## src/dpcs_consts.svh

```systemverilog
`ifndef DPCS_CONSTS_SVH
`define DPCS_CONSTS_SVH
// ---------------------------------------------------------------
// timing
// ---------------------------------------------------------------
`define DPCS_CLK_HZ          200000000
`define DPCS_DELAY_MS        3000
`define DPCS_FAIL_MS         3000
`define DPCS_LATCH_TO_MS     4000
`define DPCS_CLOSE_TO_MS     15000
`define DPCS_DEBOUNCE_US     10000
`define DPCS_FLASH_MS        250
`define DPCS_ACT_PULSE_MS    500
`define DPCS_MS_CYC          (`DPCS_CLK_HZ / 1000)
`define DPCS_US_CYC          (`DPCS_CLK_HZ / 1000000)
`define DPCS_DELAY_CYC       (`DPCS_DELAY_MS * `DPCS_MS_CYC)
`define DPCS_FAIL_CYC        (`DPCS_FAIL_MS * `DPCS_MS_CYC)
`define DPCS_LATCH_TO_CYC    (`DPCS_LATCH_TO_MS * `DPCS_MS_CYC)
`define DPCS_CLOSE_TO_CYC    (64'(`DPCS_CLOSE_TO_MS) * `DPCS_MS_CYC)
`define DPCS_DEBOUNCE_CYC    (`DPCS_DEBOUNCE_US * `DPCS_US_CYC)
`define DPCS_FLASH_CYC       (`DPCS_FLASH_MS * `DPCS_MS_CYC)
`define DPCS_ACT_PULSE_CYC   (`DPCS_ACT_PULSE_MS * `DPCS_MS_CYC)
// ---------------------------------------------------------------
// selector codes and input count
// ---------------------------------------------------------------
`define DPCS_SEL_LATCH       2'h1
`define DPCS_SEL_CLOSE       2'h2
`define DPCS_SEL_BOTH        2'h3
`define DPCS_NUM_IN          9
`endif

```

## src/dpcs_pkg.sv

```systemverilog
package dpcs_pkg;
  typedef enum logic [1:0] {
    dpcs_sel_none,
    dpcs_sel_latch,
    dpcs_sel_close,
    dpcs_sel_both
  } dpcs_sel_t;

  typedef enum {
    dpcs_idle,
    dpcs_delay,
    dpcs_drive,
    dpcs_hold,
    dpcs_fail
  } dpcs_state_t;

  typedef struct packed {
    logic cancel;
    logic closed;
    logic backcheck;
    logic latch;
    logic activation;
    logic trigger;
    logic hold_jmp;
    logic bk_jmp;
    logic overcurrent;
  } dpcs_in_t;

  typedef struct packed {
    logic latch;
    logic close;
    logic both;
  } dpcs_led_sel_t;
endpackage

```

## src/dpcs_debounce.sv

```systemverilog
`timescale 1ns/1ps
`include "dpcs_consts.svh"
module dpcs_debounce #(
  parameter int CNT = 2000000
) (
  // clock and reset
  input  wire logic sys_clk,
  input  wire logic rst,
  // raw and clean level
  input  wire logic raw,
  output logic      clean
);
  localparam int W = $clog2(CNT + 1);
  logic         sync0;
  logic         sync1;
  logic [W-1:0] cnt;

  initial begin
    if (CNT < 1) $error("debounce count must be at least one");
  end

  // ---------------------------------------------------------------
  // two stage synchroniser
  // ---------------------------------------------------------------
  always_ff @(posedge sys_clk or posedge rst) begin
    if (rst) begin
      sync0 <= 1'b0;
      sync1 <= 1'b0;
    end else begin
      sync0 <= raw;
      sync1 <= sync0;
    end
  end

  // ---------------------------------------------------------------
  // stable-count filter
  // ---------------------------------------------------------------
  always_ff @(posedge sys_clk or posedge rst) begin
    if (rst) begin
      cnt   <= '0;
      clean <= 1'b0;
    end else if (sync1 == clean) begin
      cnt <= '0;
    end else if (cnt == W'(CNT - 1)) begin
      cnt   <= '0;
      clean <= sync1;
    end else begin
      cnt <= cnt + W'(1);
    end
  end
endmodule

```

## src/dpcs_sequencer.sv

```systemverilog
// Behaviour
// - cancel input aborts any power close and blocks engaging
// - door closed ends power close; with hold option, start hold
// - hold ends on activation, cancel, door opening or jumper removal
// - back-check blocks engaging unless back-check option fitted
// - back-check option allows engaging only with selector at close
// - latch input lets power close engage only after trigger met
// - latch selector allows power close only in latch area
// - close selector allows power close only in close area
// - both selector allows latch and close areas
// - hold jumper plus door closed gives constant hold force
// - force light flashes while holding
// - close area needs back-check switch seen first
// - engage loads time-out, 4 s in latch area, 15 s in close area
// - trigger light on whenever closing speed meets threshold
// - force light steady while driving
// - overcurrent lights red, cancels, pulses activation output
// - 3 s trigger delay, cancelled and restarted by trigger loss
// - power close disabled 3 s after overcurrent
// - activation input cancels power close
// - latch-area force is half of configured force
`timescale 1ns/1ps
`include "dpcs_consts.svh"
module dpcs_sequencer
  import dpcs_pkg::*;
#(
  parameter int DELAY_CYC    = `DPCS_DELAY_CYC,
  parameter int FAIL_CYC     = `DPCS_FAIL_CYC,
  parameter int LATCH_TO_CYC = `DPCS_LATCH_TO_CYC,
  parameter longint CLOSE_TO_CYC = `DPCS_CLOSE_TO_CYC,
  parameter int DEB_CYC      = `DPCS_DEBOUNCE_CYC,
  parameter int FLASH_CYC    = `DPCS_FLASH_CYC,
  parameter int ACT_CYC      = `DPCS_ACT_PULSE_CYC,
  parameter int FORCE_W      = 8
) (
  // clock and reset
  input  wire logic               sys_clk,
  input  wire logic               rst,
  // contacts, jumpers, selector, sensing
  input  wire dpcs_in_t           raw_in,
  input  wire logic [1:0]         selector,
  input  wire logic [FORCE_W-1:0] force_setting,
  // motor force command
  output logic                    power_close_on,
  output logic [FORCE_W-1:0]      power_close_force,
  output logic                    hold_on,
  // activation back to main control
  output logic                    activation_out,
  // indicators
  output logic                    led_trigger,
  output logic                    led_force,
  output logic                    led_fail,
  output dpcs_led_sel_t           led_sel
);
  localparam int CW = $clog2(CLOSE_TO_CYC + DELAY_CYC + FAIL_CYC + 1);

  dpcs_in_t    din;
  dpcs_state_t state;
  dpcs_sel_t   sel;
  logic [CW-1:0] tmr;
  logic [CW-1:0] act_cnt;
  logic [CW-1:0] flash_cnt;
  logic        flash;
  logic        bk_seen;
  logic        latch_mode;
  logic        area_ok;
  logic        block;
  logic        stop_drive;
  logic        next_hold;

  initial begin
    if (DELAY_CYC < 1 || FAIL_CYC < 1 || LATCH_TO_CYC < 1 ||
        CLOSE_TO_CYC < LATCH_TO_CYC || FLASH_CYC < 1 || ACT_CYC < 1 ||
        FORCE_W < 2)
      $error("dpcs_sequencer parameters out of range");
  end

  // ---------------------------------------------------------------
  // input conditioning
  // ---------------------------------------------------------------
  genvar gi;
  generate
    for (gi = 0; gi < `DPCS_NUM_IN; gi++) begin : g_deb
      dpcs_debounce #(.CNT(DEB_CYC)) u_deb (
        .sys_clk (sys_clk),
        .rst     (rst),
        .raw     (raw_in[gi]),
        .clean   (din[gi])
      );
    end
  endgenerate

  // ---------------------------------------------------------------
  // selector and area permission
  // ---------------------------------------------------------------
  always_comb begin
    unique case (selector)
      `DPCS_SEL_LATCH: sel = dpcs_sel_latch;
      `DPCS_SEL_CLOSE: sel = dpcs_sel_close;
      `DPCS_SEL_BOTH:  sel = dpcs_sel_both;
      default:         sel = dpcs_sel_none;
    endcase
  end

  always_comb begin
    area_ok = 1'b0;
    if (din.backcheck) begin
      area_ok = din.bk_jmp && sel == dpcs_sel_close;
    end else if (din.latch) begin
      area_ok = sel == dpcs_sel_latch || sel == dpcs_sel_both;
    end else begin
      area_ok = bk_seen &&
                (sel == dpcs_sel_close || sel == dpcs_sel_both);
    end
  end

  assign block      = din.cancel || din.activation || din.closed;
  assign latch_mode = din.latch && !din.backcheck;
  assign stop_drive = block || din.overcurrent || tmr == '0;
  assign next_hold  = din.closed && din.hold_jmp &&
                      !din.cancel && !din.activation;

  always_ff @(posedge sys_clk or posedge rst) begin
    if (rst) begin
      bk_seen <= 1'b0;
    end else if (din.backcheck) begin
      bk_seen <= 1'b1;
    end
  end

  // ---------------------------------------------------------------
  // sequencer
  // ---------------------------------------------------------------
  always_ff @(posedge sys_clk or posedge rst) begin
    if (rst) begin
      state <= dpcs_idle;
      tmr   <= '0;
    end else begin
      unique case (state)
        dpcs_idle, dpcs_hold: begin
          if (next_hold) begin
            state <= dpcs_hold;
          end else if (!block && din.trigger && area_ok) begin
            state <= dpcs_delay;
            tmr   <= CW'(DELAY_CYC);
          end else begin
            state <= dpcs_idle;
          end
        end
        dpcs_delay: begin
          if (block || !din.trigger || !area_ok) begin
            state <= dpcs_idle;
          end else if (tmr == CW'(1)) begin
            state <= dpcs_drive;
            tmr   <= latch_mode ? CW'(LATCH_TO_CYC) : CW'(CLOSE_TO_CYC);
          end else begin
            tmr <= tmr - CW'(1);
          end
        end
        dpcs_drive: begin
          if (din.overcurrent) begin
            state <= dpcs_fail;
            tmr   <= CW'(FAIL_CYC);
          end else if (stop_drive || !area_ok) begin
            state <= next_hold ? dpcs_hold : dpcs_idle;
          end else begin
            tmr <= tmr - CW'(1);
          end
        end
        dpcs_fail: begin
          if (tmr == CW'(1)) begin
            state <= dpcs_idle;
          end else begin
            tmr <= tmr - CW'(1);
          end
        end
      endcase
    end
  end

  // ---------------------------------------------------------------
  // motor command
  // ---------------------------------------------------------------
  always_ff @(posedge sys_clk or posedge rst) begin
    if (rst) begin
      power_close_on    <= 1'b0;
      power_close_force <= '0;
      hold_on           <= 1'b0;
    end else begin
      power_close_on <= state == dpcs_drive && !stop_drive;
      hold_on        <= state == dpcs_hold && next_hold;
      if (latch_mode) begin
        power_close_force <= force_setting >> 1;
      end else begin
        power_close_force <= force_setting;
      end
    end
  end

  // ---------------------------------------------------------------
  // activation pulse and indicators
  // ---------------------------------------------------------------
  always_ff @(posedge sys_clk or posedge rst) begin
    if (rst) begin
      act_cnt        <= '0;
      activation_out <= 1'b0;
      led_fail       <= 1'b0;
    end else begin
      if (state == dpcs_drive && din.overcurrent) begin
        act_cnt <= CW'(ACT_CYC);
      end else if (act_cnt != '0) begin
        act_cnt <= act_cnt - CW'(1);
      end
      activation_out <= act_cnt != '0;
      led_fail       <= state == dpcs_fail;
    end
  end

  always_ff @(posedge sys_clk or posedge rst) begin
    if (rst) begin
      flash_cnt <= '0;
      flash     <= 1'b0;
    end else if (flash_cnt == CW'(FLASH_CYC - 1)) begin
      flash_cnt <= '0;
      flash     <= !flash;
    end else begin
      flash_cnt <= flash_cnt + CW'(1);
    end
  end

  always_ff @(posedge sys_clk or posedge rst) begin
    if (rst) begin
      led_trigger <= 1'b0;
      led_force   <= 1'b0;
      led_sel     <= '0;
    end else begin
      led_trigger <= din.trigger;
      led_force   <= (state == dpcs_drive) ||
                     (state == dpcs_hold && flash);
      led_sel     <= '{latch: sel == dpcs_sel_latch,
                       close: sel == dpcs_sel_close,
                       both:  sel == dpcs_sel_both};
    end
  end

  // ---------------------------------------------------------------
  // checks
  // ---------------------------------------------------------------
  a_cancel_stops: assert property (@(posedge sys_clk) disable iff (rst)
    din.cancel |=> ##1 !power_close_on)
    else $error("power close on under cancel");
  a_closed_ends: assert property (@(posedge sys_clk) disable iff (rst)
    (state == dpcs_drive && din.closed) |=> state != dpcs_drive)
    else $error("drive kept after door closed");
  a_hold_drop: assert property (@(posedge sys_clk) disable iff (rst)
    (!din.hold_jmp || !din.closed) |=> ##1 !hold_on)
    else $error("hold kept without cause");
  a_bk_block: assert property (@(posedge sys_clk) disable iff (rst)
    (state == dpcs_idle && din.backcheck && !din.bk_jmp)
      |=> state != dpcs_delay)
    else $error("engage at back-check without option");
  a_no_trig: assert property (@(posedge sys_clk) disable iff (rst)
    (state == dpcs_idle && !din.trigger) |=> state != dpcs_delay)
    else $error("delay without trigger");
  a_fail_led: assert property (@(posedge sys_clk) disable iff (rst)
    (state == dpcs_drive && din.overcurrent)
      |=> state == dpcs_fail ##1 (led_fail && activation_out))
    else $error("overcurrent not handled");
  a_fail_lock: assert property (@(posedge sys_clk) disable iff (rst)
    $rose(state == dpcs_fail) |-> (state == dpcs_fail) [*8])
    else $error("fail lockout too short");
  a_force_led: assert property (@(posedge sys_clk) disable iff (rst)
    power_close_on |-> led_force)
    else $error("force light off while driving");
  a_trig_led: assert property (@(posedge sys_clk) disable iff (rst)
    din.trigger |=> led_trigger)
    else $error("trigger light missing");
endmodule

```

## config.mk

```make
export PLATFORM = sky130hd
export DESIGN_NAME = dpcs_sequencer
export DESIGN_NICKNAME = d
export VERILOG_FILES = /design/src/dpcs_pkg.sv /design/src/dpcs_debounce.sv /design/src/dpcs_sequencer.sv
export VERILOG_INCLUDE_DIRS = /design/src
export SDC_FILE = /design/constraint.sdc
export NUM_CORES = 1
export LEC_CHECK = 0
export ABC_CLOCK_PERIOD_IN_PS = 13300
export BUFFER_PORTS_ARGS = -buffer_cell sky130_fd_sc_hd__buf_4
export CAP_MARGIN = 20
export CORE_UTILIZATION = 50
export CTS_BUF_LIST = sky130_fd_sc_hd__clkbuf_4
export DETAILED_ROUTE_END_ITERATION = 10
export PLACE_DENSITY = 0.74
export SETUP_SLACK_MARGIN = 0.2
export SLEW_MARGIN = 20
export SYNTH_ARGS = -nofsm -noshare
export SYNTH_HDL_FRONTEND = slang
export SYNTH_SLANG_ARGS = --single-unit
```

## constraint.sdc

```tcl
create_clock -name sys_clk -period 13.3 [get_ports sys_clk]
set_input_delay 1.33 -clock sys_clk [delete_from_list [all_inputs] [get_ports sys_clk]]
set_output_delay 1.33 -clock sys_clk [all_outputs]
set_load 0.02 [all_outputs]
```

==> flow_summary.ini, run 1 <==
[status]
outcome = completed

[sta]
tightest_slew_ns = 0.9995
worst_skew_ns = 0.04530
layout_min_cycle_time_ns = 3.574
holdWs_ns = 0.3373
rsz0062_at_grt = false
setup-tns-final_ns = 0
finalHoldViolations = 0
achievable-frequency_mhz = 279.8
timing.slew.headroom = 0.3250
maxSlewViolCount = 0
period_utilization = 0.2688
setup-violations-final = 0

[yosys]
dominantRegCellSynth = dfrtp_1
synthesized_nets = 1644
synth_top_cells_by_count = dfrtp_1 (334), nor2_1 (290), nand2_1 (146)
synth_top_area_share = 0.5193
synth_seq_area_share = 0.5193
number_of_flops_mapped_to_enable_cells_by_yosys = 0
yosysWarningCount = 0
yosysTopAreaCell = dfrtp_1
mappedNetlistArea_mm2 = 0.01609
synth_most_common_cell = dfrtp_1
syn_avg_cell_area_um2 = 9.996
post_synth_num_cell_types = 80
synth.top_cells.by_area = dfrtp_1 (52%), xor2_1 (6.9%), nor2_1 (6.8%), xnor2_1 (5.5%), nand2_1 (3.4%)
syn-instance-count = 1610
postSynth.asyncResetShare = 1.000
yosys_register_bits = 334

[setup_path]
cp_max_fo = 17
critical_path_class = reg -> reg
worstPathBufferInverterCount = 1
ff2ff_path_depth = 7
worst_ep_arrival_time_ns = 4.21
critical_path_data_required_time_ns = 13.93
setup.worst_path.end_class = register
crit_path_cell_trace = inv_1 -> ha_1 -> nor4b_1 -> nand4_1 -> o311ai_4 -> nor2_2 -> a221o_1
regToRegSetupSlack_ns = 9.73
critPathTopFamily = simple AND/OR/NAND/NOR gates
critical_path_depth = 7
crit_path_start_kind = register
timing.critical_path.slowest_cell_delay_ns = 0.90
critical-path-slowest-cell = o311ai_4

[global_routing]
grt_max_degree = 139
global_route.usage.total = 0.2037
grt_remaining_overflow = 0
antenna_found_initial = 2
first_global_vias = 11767
grt_pass1_wl_um = 55650

[routing]
detail_route.drc_violations = 0
dr.first_iter.drc_count = 661
vias = 11804
vias_per_cell = 5.460
drt.antenna.violating_nets = 0
1st_pass_router_iterations = 4
routed_wirelength_normalized_by_instance_count_um = 14.75
postRouteWirelength_um = 31890

[clocking]
cts_tree = built
cts_repair_resize_count = 0
cts_buffers = 84
clock_path_buffers = 3
htree_num_levels = 3
ctsHoldBuffers = 0
worstSkewPairLatency_ns = 0.76
post-cts-setup-buffers = 0
clock_slew_at_reported_path_ffs_ns = 0.07
cts_sinks = 334
cts_root_buffer = clkbuf_4

[floorplan]
die-height_um = 181.4
rows = 65
die-area_mm2 = 0.03291
fp.coreArea_mm2 = 0.03164
initial_utilization = 0.5087
boundaryPins = 38
die_w_um = 181.4

[placed_design]
place_congestion = 0.8709
buffer_ports.inserted = 37
place.detailed.hpwl_um = 20960

[worst_hold_path]
min_path_cells = 0
worstHoldPathType = reg -> reg

[pwr]
vdd_ir_drop_max_v = 0.00005309
power_mw = 1.934
power_leakage_nw = 7.872
powerDensity_mw_per_mm2 = 108.9

[final_layout]
drive_gt1_frac = 0.1205
nNetsFinal = 1733
synthToLayoutAreaGrowth_pct = 10.37

[flow_run]
timing.max_cap.violations = 0
[power by group]
group	switching, mW	internal [mW]
combinational	0.0390	0.0153
clock	0.415	0.431
sequential	0.00751	1.03
[metrics by stage]
stage	setup slack, ns	instances	area, µm²	utilization
finish	9.726	2162	17760	0.5615
global placement	9.321	2015	16720	0.5286
global route	9.519	2162	17760	0.5615
detailed placement	9.249	2015	16720	0.5286
CTS	9.795	2161	17750	0.5612
floorplan	2.717	1610	16090	-
[metal layers]
metal / up-vias / track usage / part of all wire
li1: 5806 / - / -
met1: 5708 / 0.2761 / 0.47
met2: 231 / 0.3182 / 0.46
met3: 57 / 0.04553 / 0.054
met4: 2 / 0.08169 / 0.021
met5: - / 0 / 0.00028
[state kept, by name, indices dropped and copies added, names as in the netlist, 3 cells and up]
signal,cells
act_cnt,32
flash_cnt,32
g_deb.u_deb.clean,9
g_deb.u_deb.cnt,189
g_deb.u_deb.sync0,9
g_deb.u_deb.sync1,9
led_sel,3
power_close_force,8
state,3
tmr,32
[logic make-up (layout without fill, tap and decap cells)]
group | after synthesis | after routing | share of synthesized area
XOR/XNOR | 227 | 227 | 0.1235
buffers and inverters | 67 | 216 | 0.01858
multiplexers | 9 | 9 | 0.006297
flip-flops | 334 | 334 | 0.5193
adder cells (fa/ha/maj) | 13 | 13 | 0.01011
other | 0 | 1 | 0
AO/OA/AOI/OAI | 134 | 134 | 0.06313
AND/OR/NAND/NOR | 826 | 826 | 0.2590
[worst paths after layout]
path,to,startpoint
max,tmr[16],tmr[1]
min,g_deb[6].u_deb.sync1,g_deb[6].u_deb.sync0
min reg2reg,g_deb[6].u_deb.sync1,g_deb[6].u_deb.sync0
min in group asynchronous,tmr[12],rst
max in group asynchronous,g_deb[1].u_deb.cnt[10],rst
max reg2reg,tmr[16],tmr[1]
[area by class of cell]
class	count	area [µm²]
Antenna cell	1	2.502
Clock buffer	112	840.8
Clock inverter	34	191.4
Fill cell	2730	13870
Inverter	29	116.4
Multi-Input combinational cell	1209	7440
Sequential cell	334	8358
Tap cell	402	503.0
Timing Repair Buffer	41	311.5
[placed cells by master, fill, tap and decap left out, types with 4 or more instances in the layout]
cell type / n
nor2b_1: 6
nor4_4: 4
nand3b_1: 9
buf_4: 40
nand2b_1: 11
nor4b_1: 16
o22a_1: 8
o211ai_1: 8
xnor2_1: 101
nand3_1: 93
a211oi_1: 7
or4_1: 6
clkbuf_4: 112
nor2_1: 290
xor2_1: 126
ha_1: 13
o21ai_0: 25
or3_1: 17
nor3_1: 58
dfrtp_1: 334
nor4_1: 36
nand4_1: 44
o31ai_1: 12
a21oi_1: 23
and2_1: 13
inv_1: 28
nor4bb_1: 4
and4_1: 13
and3_1: 27
mux2_2: 9
nand2_1: 146
o2bb2ai_1: 4
clkinv_1: 25
or2_2: 10
o211a_1: 6
Note: power is estimated with default switching activity, not from simulation.
==> run 2, diff against run 1 <==
--- a/config.mk
+++ b/config.mk
@@ -6,7 +6,8 @@
 export SDC_FILE = /design/constraint.sdc
 export NUM_CORES = 1
 export LEC_CHECK = 0
-export ABC_CLOCK_PERIOD_IN_PS = 13300
+export ABC_AREA = 1
+export ABC_CLOCK_PERIOD_IN_PS = 3350
 export BUFFER_PORTS_ARGS = -buffer_cell sky130_fd_sc_hd__buf_4
 export CAP_MARGIN = 20
 export CORE_UTILIZATION = 50
==> constraint.sdc (replaced) <==
create_clock -name sys_clk -period 3.35 [get_ports sys_clk]
set_input_delay 0.335 -clock sys_clk [delete_from_list [all_inputs] [get_ports sys_clk]]
set_output_delay 0.335 -clock sys_clk [all_outputs]
set_load 0.02 [all_outputs]
==> run 2 against run 1 <==
  * Sequential share of layout area fell by 7.1 points
  * Cell count rose by 43%
  * Global-route usage rose by 3.4 points
  * Power rose to 4.2 times the previous value
  * Clock power rose to 4.4 times the previous value
  * Maximum frequency rose by 60%
  * Clock skew rose by 0.0098 ns
  * Setup slack got worse by 8.6 ns
  * Sequential cell count did not move
==> flow_summary.ini, run 2 <==
[sta]
achievable-frequency_mhz = 446.9
holdWs_ns = 0.2015
tightest_slew_ns = 0.7471
period_utilization = 0.6679
layout_min_cycle_time_ns = 2.238
finalHoldViolations = 0
setup-violations-final = 0
maxSlewViolCount = 0
worst_skew_ns = 0.05506
final_critical_path_setup_slack_ns = 1.112
rsz0062_at_grt = false
timing.slew.headroom = 0.5009
setup-tns-final_ns = 0

[pwr]
powerDensity_mw_per_mm2 = 388.9
total_switching_power_mw = 1.976
power_leakage_nw = 9.982
vdd_ir_drop_max_v = 0.0003580
power.combinational.fraction = 0.035
power.share.clock = 0.460
power_mw = 8.137
share_of_total_power_in_sequential_cells = 0.505
p_sw_frac = 0.2428
p_int_mw = 6.161

[global_routing]
global_route.usage.total = 0.2378
first_global_vias = 16301
grt_remaining_overflow = 0
grt_use_met2 = 0.3838
grt_util_met3 = 0.04650
grt_max_degree = 82
grt_pass1_wl_um = 75400
global_route.peak_usage_layer = met2
antenna_found_initial = 2
grt.met1_usage = 0.3195

[placed_design]
place_congestion = 0.9396
buffer_ports.inserted = 37
placed_cells_incl_taps = 2909
post-place-ws_ns = 1.147
detailed_place.area_mm2 = 0.01949
place.detailed.hpwl_um = 31230

[clocking]
clock_slew_at_reported_path_ffs_ns = 0.07
clock_path_buffers = 3
cts_sinks = 334
cts_tree = built
htree_num_levels = 3
cts_repair_resize_count = 0
cts_buffers = 92
worstSkewPairLatency_ns = 0.79
cts_root_buffer = clkbuf_4

[final_layout]
largest_register_ff_count = 189
synthToLayoutAreaGrowth_pct = 12.55
finish.utilization = 0.5715
filler_cell_count = 3371
nNetsFinal = 2594
registers.top_by_ff_count = g_deb.u_deb.cnt
final_common_cell = nand2_1
layout_cell_area_excl_fill_mm2 = 0.02092
final_cell_mix = nand2_1 (489), dfrtp_1 (334), inv_1 (330), nor2_1 (316), nand3_1 (172)
layout.cells.non_filler = 3098
drive_gt1_frac = 0.1221

[setup_path]
cp_max_fo = 10
worst_ep_arrival_time_ns = 2.95
critical_path_data_required_time_ns = 4.07
start_point_of_the_critical_path = g_deb[6].u_deb.clean
critical_path_class = reg -> reg
reg2reg_from = g_deb[6].u_deb.clean
regToRegSetupSlack_ns = 1.11
crit_path_start_kind = register
setup.worst_path.end_class = register

[yosys]
syn_avg_cell_area_um2 = 7.710
synth_seq_area_share = 0.4496
postSynth.asyncResetShare = 1.000
yosysWarningCount = 0
dominantRegCellSynth = dfrtp_1
syn-instance-count = 2411
yosysTopAreaCell = dfrtp_1
synthesized_nets = 2445
number_of_flops_mapped_to_enable_cells_by_yosys = 0
yosys_register_bits = 334
synth_top_cells_by_count = nand2_1 (489), dfrtp_1 (334), inv_1 (331)
mappedNetlistArea_mm2 = 0.01859
synth_most_common_cell = nand2_1
post_synth_num_cell_types = 56
synth_top_area_share = 0.4496
synth.top_cells.by_area = dfrtp_1 (45%), nand2_1 (9.9%), inv_1 (6.7%), nor2_1 (6.4%), nand3_1 (4.6%)

[routing]
postRouteWirelength_um = 43540
routed_wirelength_normalized_by_instance_count_um = 14.05
1st_pass_router_iterations = 6
drt.antenna.violating_nets = 0
dr.first_iter.drc_count = 1082
vias_per_cell = 5.342
vias = 16549
detail_route.drc_violations = 0

[floorplan]
fp.coreArea_mm2 = 0.03661
die_w_um = 194.8
die-height_um = 194.8
initial_utilization = 0.5078
boundaryPins = 38
die-area_mm2 = 0.03795
rows = 70

[worst_hold_path]
worstHoldPathType = in -> reg
hold_start = raw_in[1]

[flow_run]
timing.max_cap.violations = 0

[status]
outcome = completed
run 2: worst max-delay path, cell delays in order (launching register included):
cell	delay, ns
dfrtp_1	0.49
nor2_4	0.38
clkinv_1	0.44
o21ai_0	0.29
dlygate4sd3_1	0.57
run 2: final cells by class:
| type | count | area [µm²] | share of cell area |
|---|---|---|---|
| repair buffers | 75 | 700.7 | 0.03349 |
| multi-input cells | 1708 | 8778 | 0.4196 |
| diodes | 2 | 5.005 | 0.0002392 |
| clock inverters | 35 | 227.7 | 0.01088 |
| flip-flops and latches | 334 | 8358 | 0.3995 |
| well taps | 468 | 585.6 | 0.02799 |
| clock buffers | 127 | 953.4 | 0.04557 |
| inverters | 349 | 1314 | 0.06279 |
run 2: logic make-up after synthesis:
kind of cell,after synthesis,share of synthesized area
AO/OA/AOI/OAI,224,0.06731
XOR/XNOR,106,0.04994
adder cells (fa/ha/maj),13,0.008750
buffers and inverters,369,0.07814
flip-flops,334,0.4496
multiplexers,8,0.004846
AND/OR/NAND/NOR,1357,0.3414
run 2: metal layers:
| layer | routed length, µm | up-vias | share of wire |
|---|---|---|---|
| li1 | - | 8235 | - |
| met1 | 19960 | 7782 | 0.46 |
| met2 | 20140 | 444 | 0.46 |
| met3 | 2479 | 88 | 0.057 |
| met4 | 959 | 0 | 0.022 |
| met5 | 0 | - | 0 |
run 2: final timing paths:
path                            depth (start not counted)                      to
min in group asynchronous                               3   g_deb[7].u_deb.cnt[8]
worst max-delay path                                    4    power_close_force[0]
max in group asynchronous                               4  g_deb[2].u_deb.cnt[18]
worst min-delay path                                    2    g_deb[1].u_deb.sync0
worst min register to register                          0    g_deb[8].u_deb.sync1
worst max register to register                          4    power_close_force[0]
run 2: timing repair:
action,CTS,global route
hold buffers,25,0
buffers inserted,0,0
hold endpoints to repair,42,0
setup endpoints to repair,0,0
run 2: power groups by stage:
stage | logic (mW) | clock network [mW] | registers (mW)
detailed placement | 0.267 | 0 | 4.19
global placement | 0.258 | 0 | 4.18
global route | 0.327 | 4.08 | 4.11
floorplan | 0.151 | 0 | 4.19
finish | 0.284 | 3.74 | 4.11
CTS | 0.292 | 3.86 | 4.11
==> run 3, diff against run 2 <==
--- a/config.mk
+++ b/config.mk
@@ -6,8 +6,8 @@
 export SDC_FILE = /design/constraint.sdc
 export NUM_CORES = 1
 export LEC_CHECK = 0
-export ABC_AREA = 1
-export ABC_CLOCK_PERIOD_IN_PS = 3350
+export ABC_AREA = 0
+export ABC_CLOCK_PERIOD_IN_PS = 2200
 export BUFFER_PORTS_ARGS = -buffer_cell sky130_fd_sc_hd__buf_4
 export CAP_MARGIN = 20
 export CORE_UTILIZATION = 50
==> constraint.sdc (replaced) <==
create_clock -name sys_clk -period 2.2 [get_ports sys_clk]
set_input_delay 0.22 -clock sys_clk [delete_from_list [all_inputs] [get_ports sys_clk]]
set_output_delay 0.22 -clock sys_clk [all_outputs]
set_load 0.02 [all_outputs]
==> run 3 against run 2 <==
  * The flow now finishes with violations (negative setup slack)
  * Sequential cell count did not move
  * Clock-buffer cell count is 1 lower
  * Critical path type unchanged
  * Largest power group unchanged
  * Power increased by 52%
  * Largest cell class is now flip-flops and latches
  * Utilization is 7.2 points higher
==> flow_summary.ini, run 3 (same netlist as run 1, synthesis figures left out) <==
[placed_design]
place_congestion = 0.9237
placed_cells_incl_taps = 2155
buffer_ports.inserted = 37
place.detailed.hpwl_um = 22800
post-place-ws_ns = -0.1201

[sta]
maxSlewViolCount = 0
timing.slew.headroom = 0.6589
achievable-frequency_mhz = 423.4
worst_skew_ns = 0.05139
final_critical_path_setup_slack_ns = -0.1616
rsz0062_at_grt = true
layout_min_cycle_time_ns = 2.362
finalHoldViolations = 0
holdWs_ns = 0.05429
tightest_slew_ns = 0.5070
setup-violations-final = 30
period_utilization = 1.073
setup-tns-final_ns = -2.526

[floorplan]
boundaryPins = 38
rows = 65
initial_utilization = 0.5087
fp.coreArea_mm2 = 0.03164
die-height_um = 181.4
die_w_um = 181.4
die-area_mm2 = 0.03291

[setup_path]
ff2ff_path_depth = 8
setup.worst_path.end_class = register
critical_path_data_required_time_ns = 2.78
critical_path_class = reg -> reg
cp_max_fo = 7
worst_ep_arrival_time_ns = 2.95
crit_path_start_kind = register

[final_layout]
largest_register_ff_count = 189
final_cell_mix = dfrtp_1 (334), nor2_1 (284), buf_4 (181), nand2_1 (140), clkbuf_4 (126)
register_area_mm2 = 0.008358
final_common_cell = dfrtp_1
layout.cells.non_filler = 2385
multi_input_comb_area_mm2 = 0.008020
drive_gt1_frac = 0.2452
synthToLayoutAreaGrowth_pct = 26.46
nNetsFinal = 1944
filler_cell_count = 2432
registers.top_by_ff_count = g_deb.u_deb.cnt

[routing]
vias = 12935
postRouteWirelength_um = 36220
1st_pass_router_iterations = 7
routed_wirelength_normalized_by_instance_count_um = 15.19
detail_route.drc_violations = 0
drt.antenna.violating_nets = 0
dr.first_iter.drc_count = 856
vias_per_cell = 5.423

[global_routing]
grt_pass1_wl_um = 60110
first_global_vias = 12927
grt_remaining_overflow = 0
grt_max_degree = 91
global_route.usage.total = 0.2188
antenna_found_initial = 1

[pwr]
powerDensity_mw_per_mm2 = 609.2
vdd_ir_drop_max_v = 0.0002998
power_leakage_nw = 9.141

[worst_hold_path]
worstHoldPathType = in -> async

[clocking]
clock_path_buffers = 3
htree_num_levels = 3
clock_slew_at_reported_path_ffs_ns = 0.07
worstSkewPairLatency_ns = 0.74
cts_sinks = 334
cts_buffers = 89
cts_root_buffer = clkbuf_4
cts_tree = built

[status]
violated_checks = negative setup slack
outcome = finished with violations

[flow_run]
timing.max_cap.violations = 0
## run 3: changes by cell type in the layout (fill, tap and decap cells not counted), sizes merged, moves of 69 or more
cell	before	now
a21oi	97	24
buf	50	220
inv	347	29
nand2	506	147
nand3	179	97
nor2	362	293
xnor2	28	101
## run 3: timing repair
action	4_1_cts	5_1_grt
pin swaps	27	32
buffers inserted	13	24
resized for setup	44	88
gates cloned	3	3
endpoints found under the hold margin	208	0
endpoints found under the setup margin	61	118
hold buffers	23	0
## run 3: metrics by stage
stage	total power, mW	cell area (µm²)	utilization
floorplan	6.587	16190	-
global placement	6.728	17950	0.5674
detailed placement	6.741	17950	0.5674
CTS	12.56	19710	0.6231
global route	12.97	20350	0.6433
finish	12.40	20350	0.6433
## run 3: power breakdown
group,switching [mW],internal [mW]
combinational,0.248,0.149
clock,2.62,3.13
sequential,0.0478,6.21
total,2.92,9.48
## run 3: path summary, 6_finish.rpt
path / start / to / slack [ns]
max in group asynchronous: rst / g_deb[6].u_deb.cnt[16] / 1.29
min: rst / g_deb[2].u_deb.cnt[9] / 0.05
max reg2reg: tmr[19] / tmr[16] / -0.16
min in group sys_clk: raw_in[4] / g_deb[4].u_deb.sync0 / 0.13
max: tmr[19] / tmr[16] / -0.16
min reg2reg: g_deb[1].u_deb.sync0 / g_deb[1].u_deb.sync1 / 0.36
## run 3: per-layer routing
metal / global-route usage / wire length [µm]
met1: 0.2867 / 16390
met2: 0.3575 / 17200
met3: 0.04713 / 1785
met4: 0.08034 / 844
met5: 0 / 0
## run 3: worst max-delay path, stage by stage (launching register included)
cell      delay [ns]
dfrtp_1         0.40
nor4_2          0.39
and4_4          0.31
nand3_4         0.16
buf_6           0.18
o311ai_4        0.23
buf_6           0.18
nor2_4          0.08
a221o_1         0.30
## run 3: layout make-up
cell class              count  share of cell area
multi-input cells        1213              0.3941
inverters                  29            0.005533
diodes                      1           0.0001230
well taps                 402             0.02471
flip-flops and latches    334              0.4107
clock inverters            37             0.01248
repair buffers            243              0.1059
clock buffers             126             0.04648
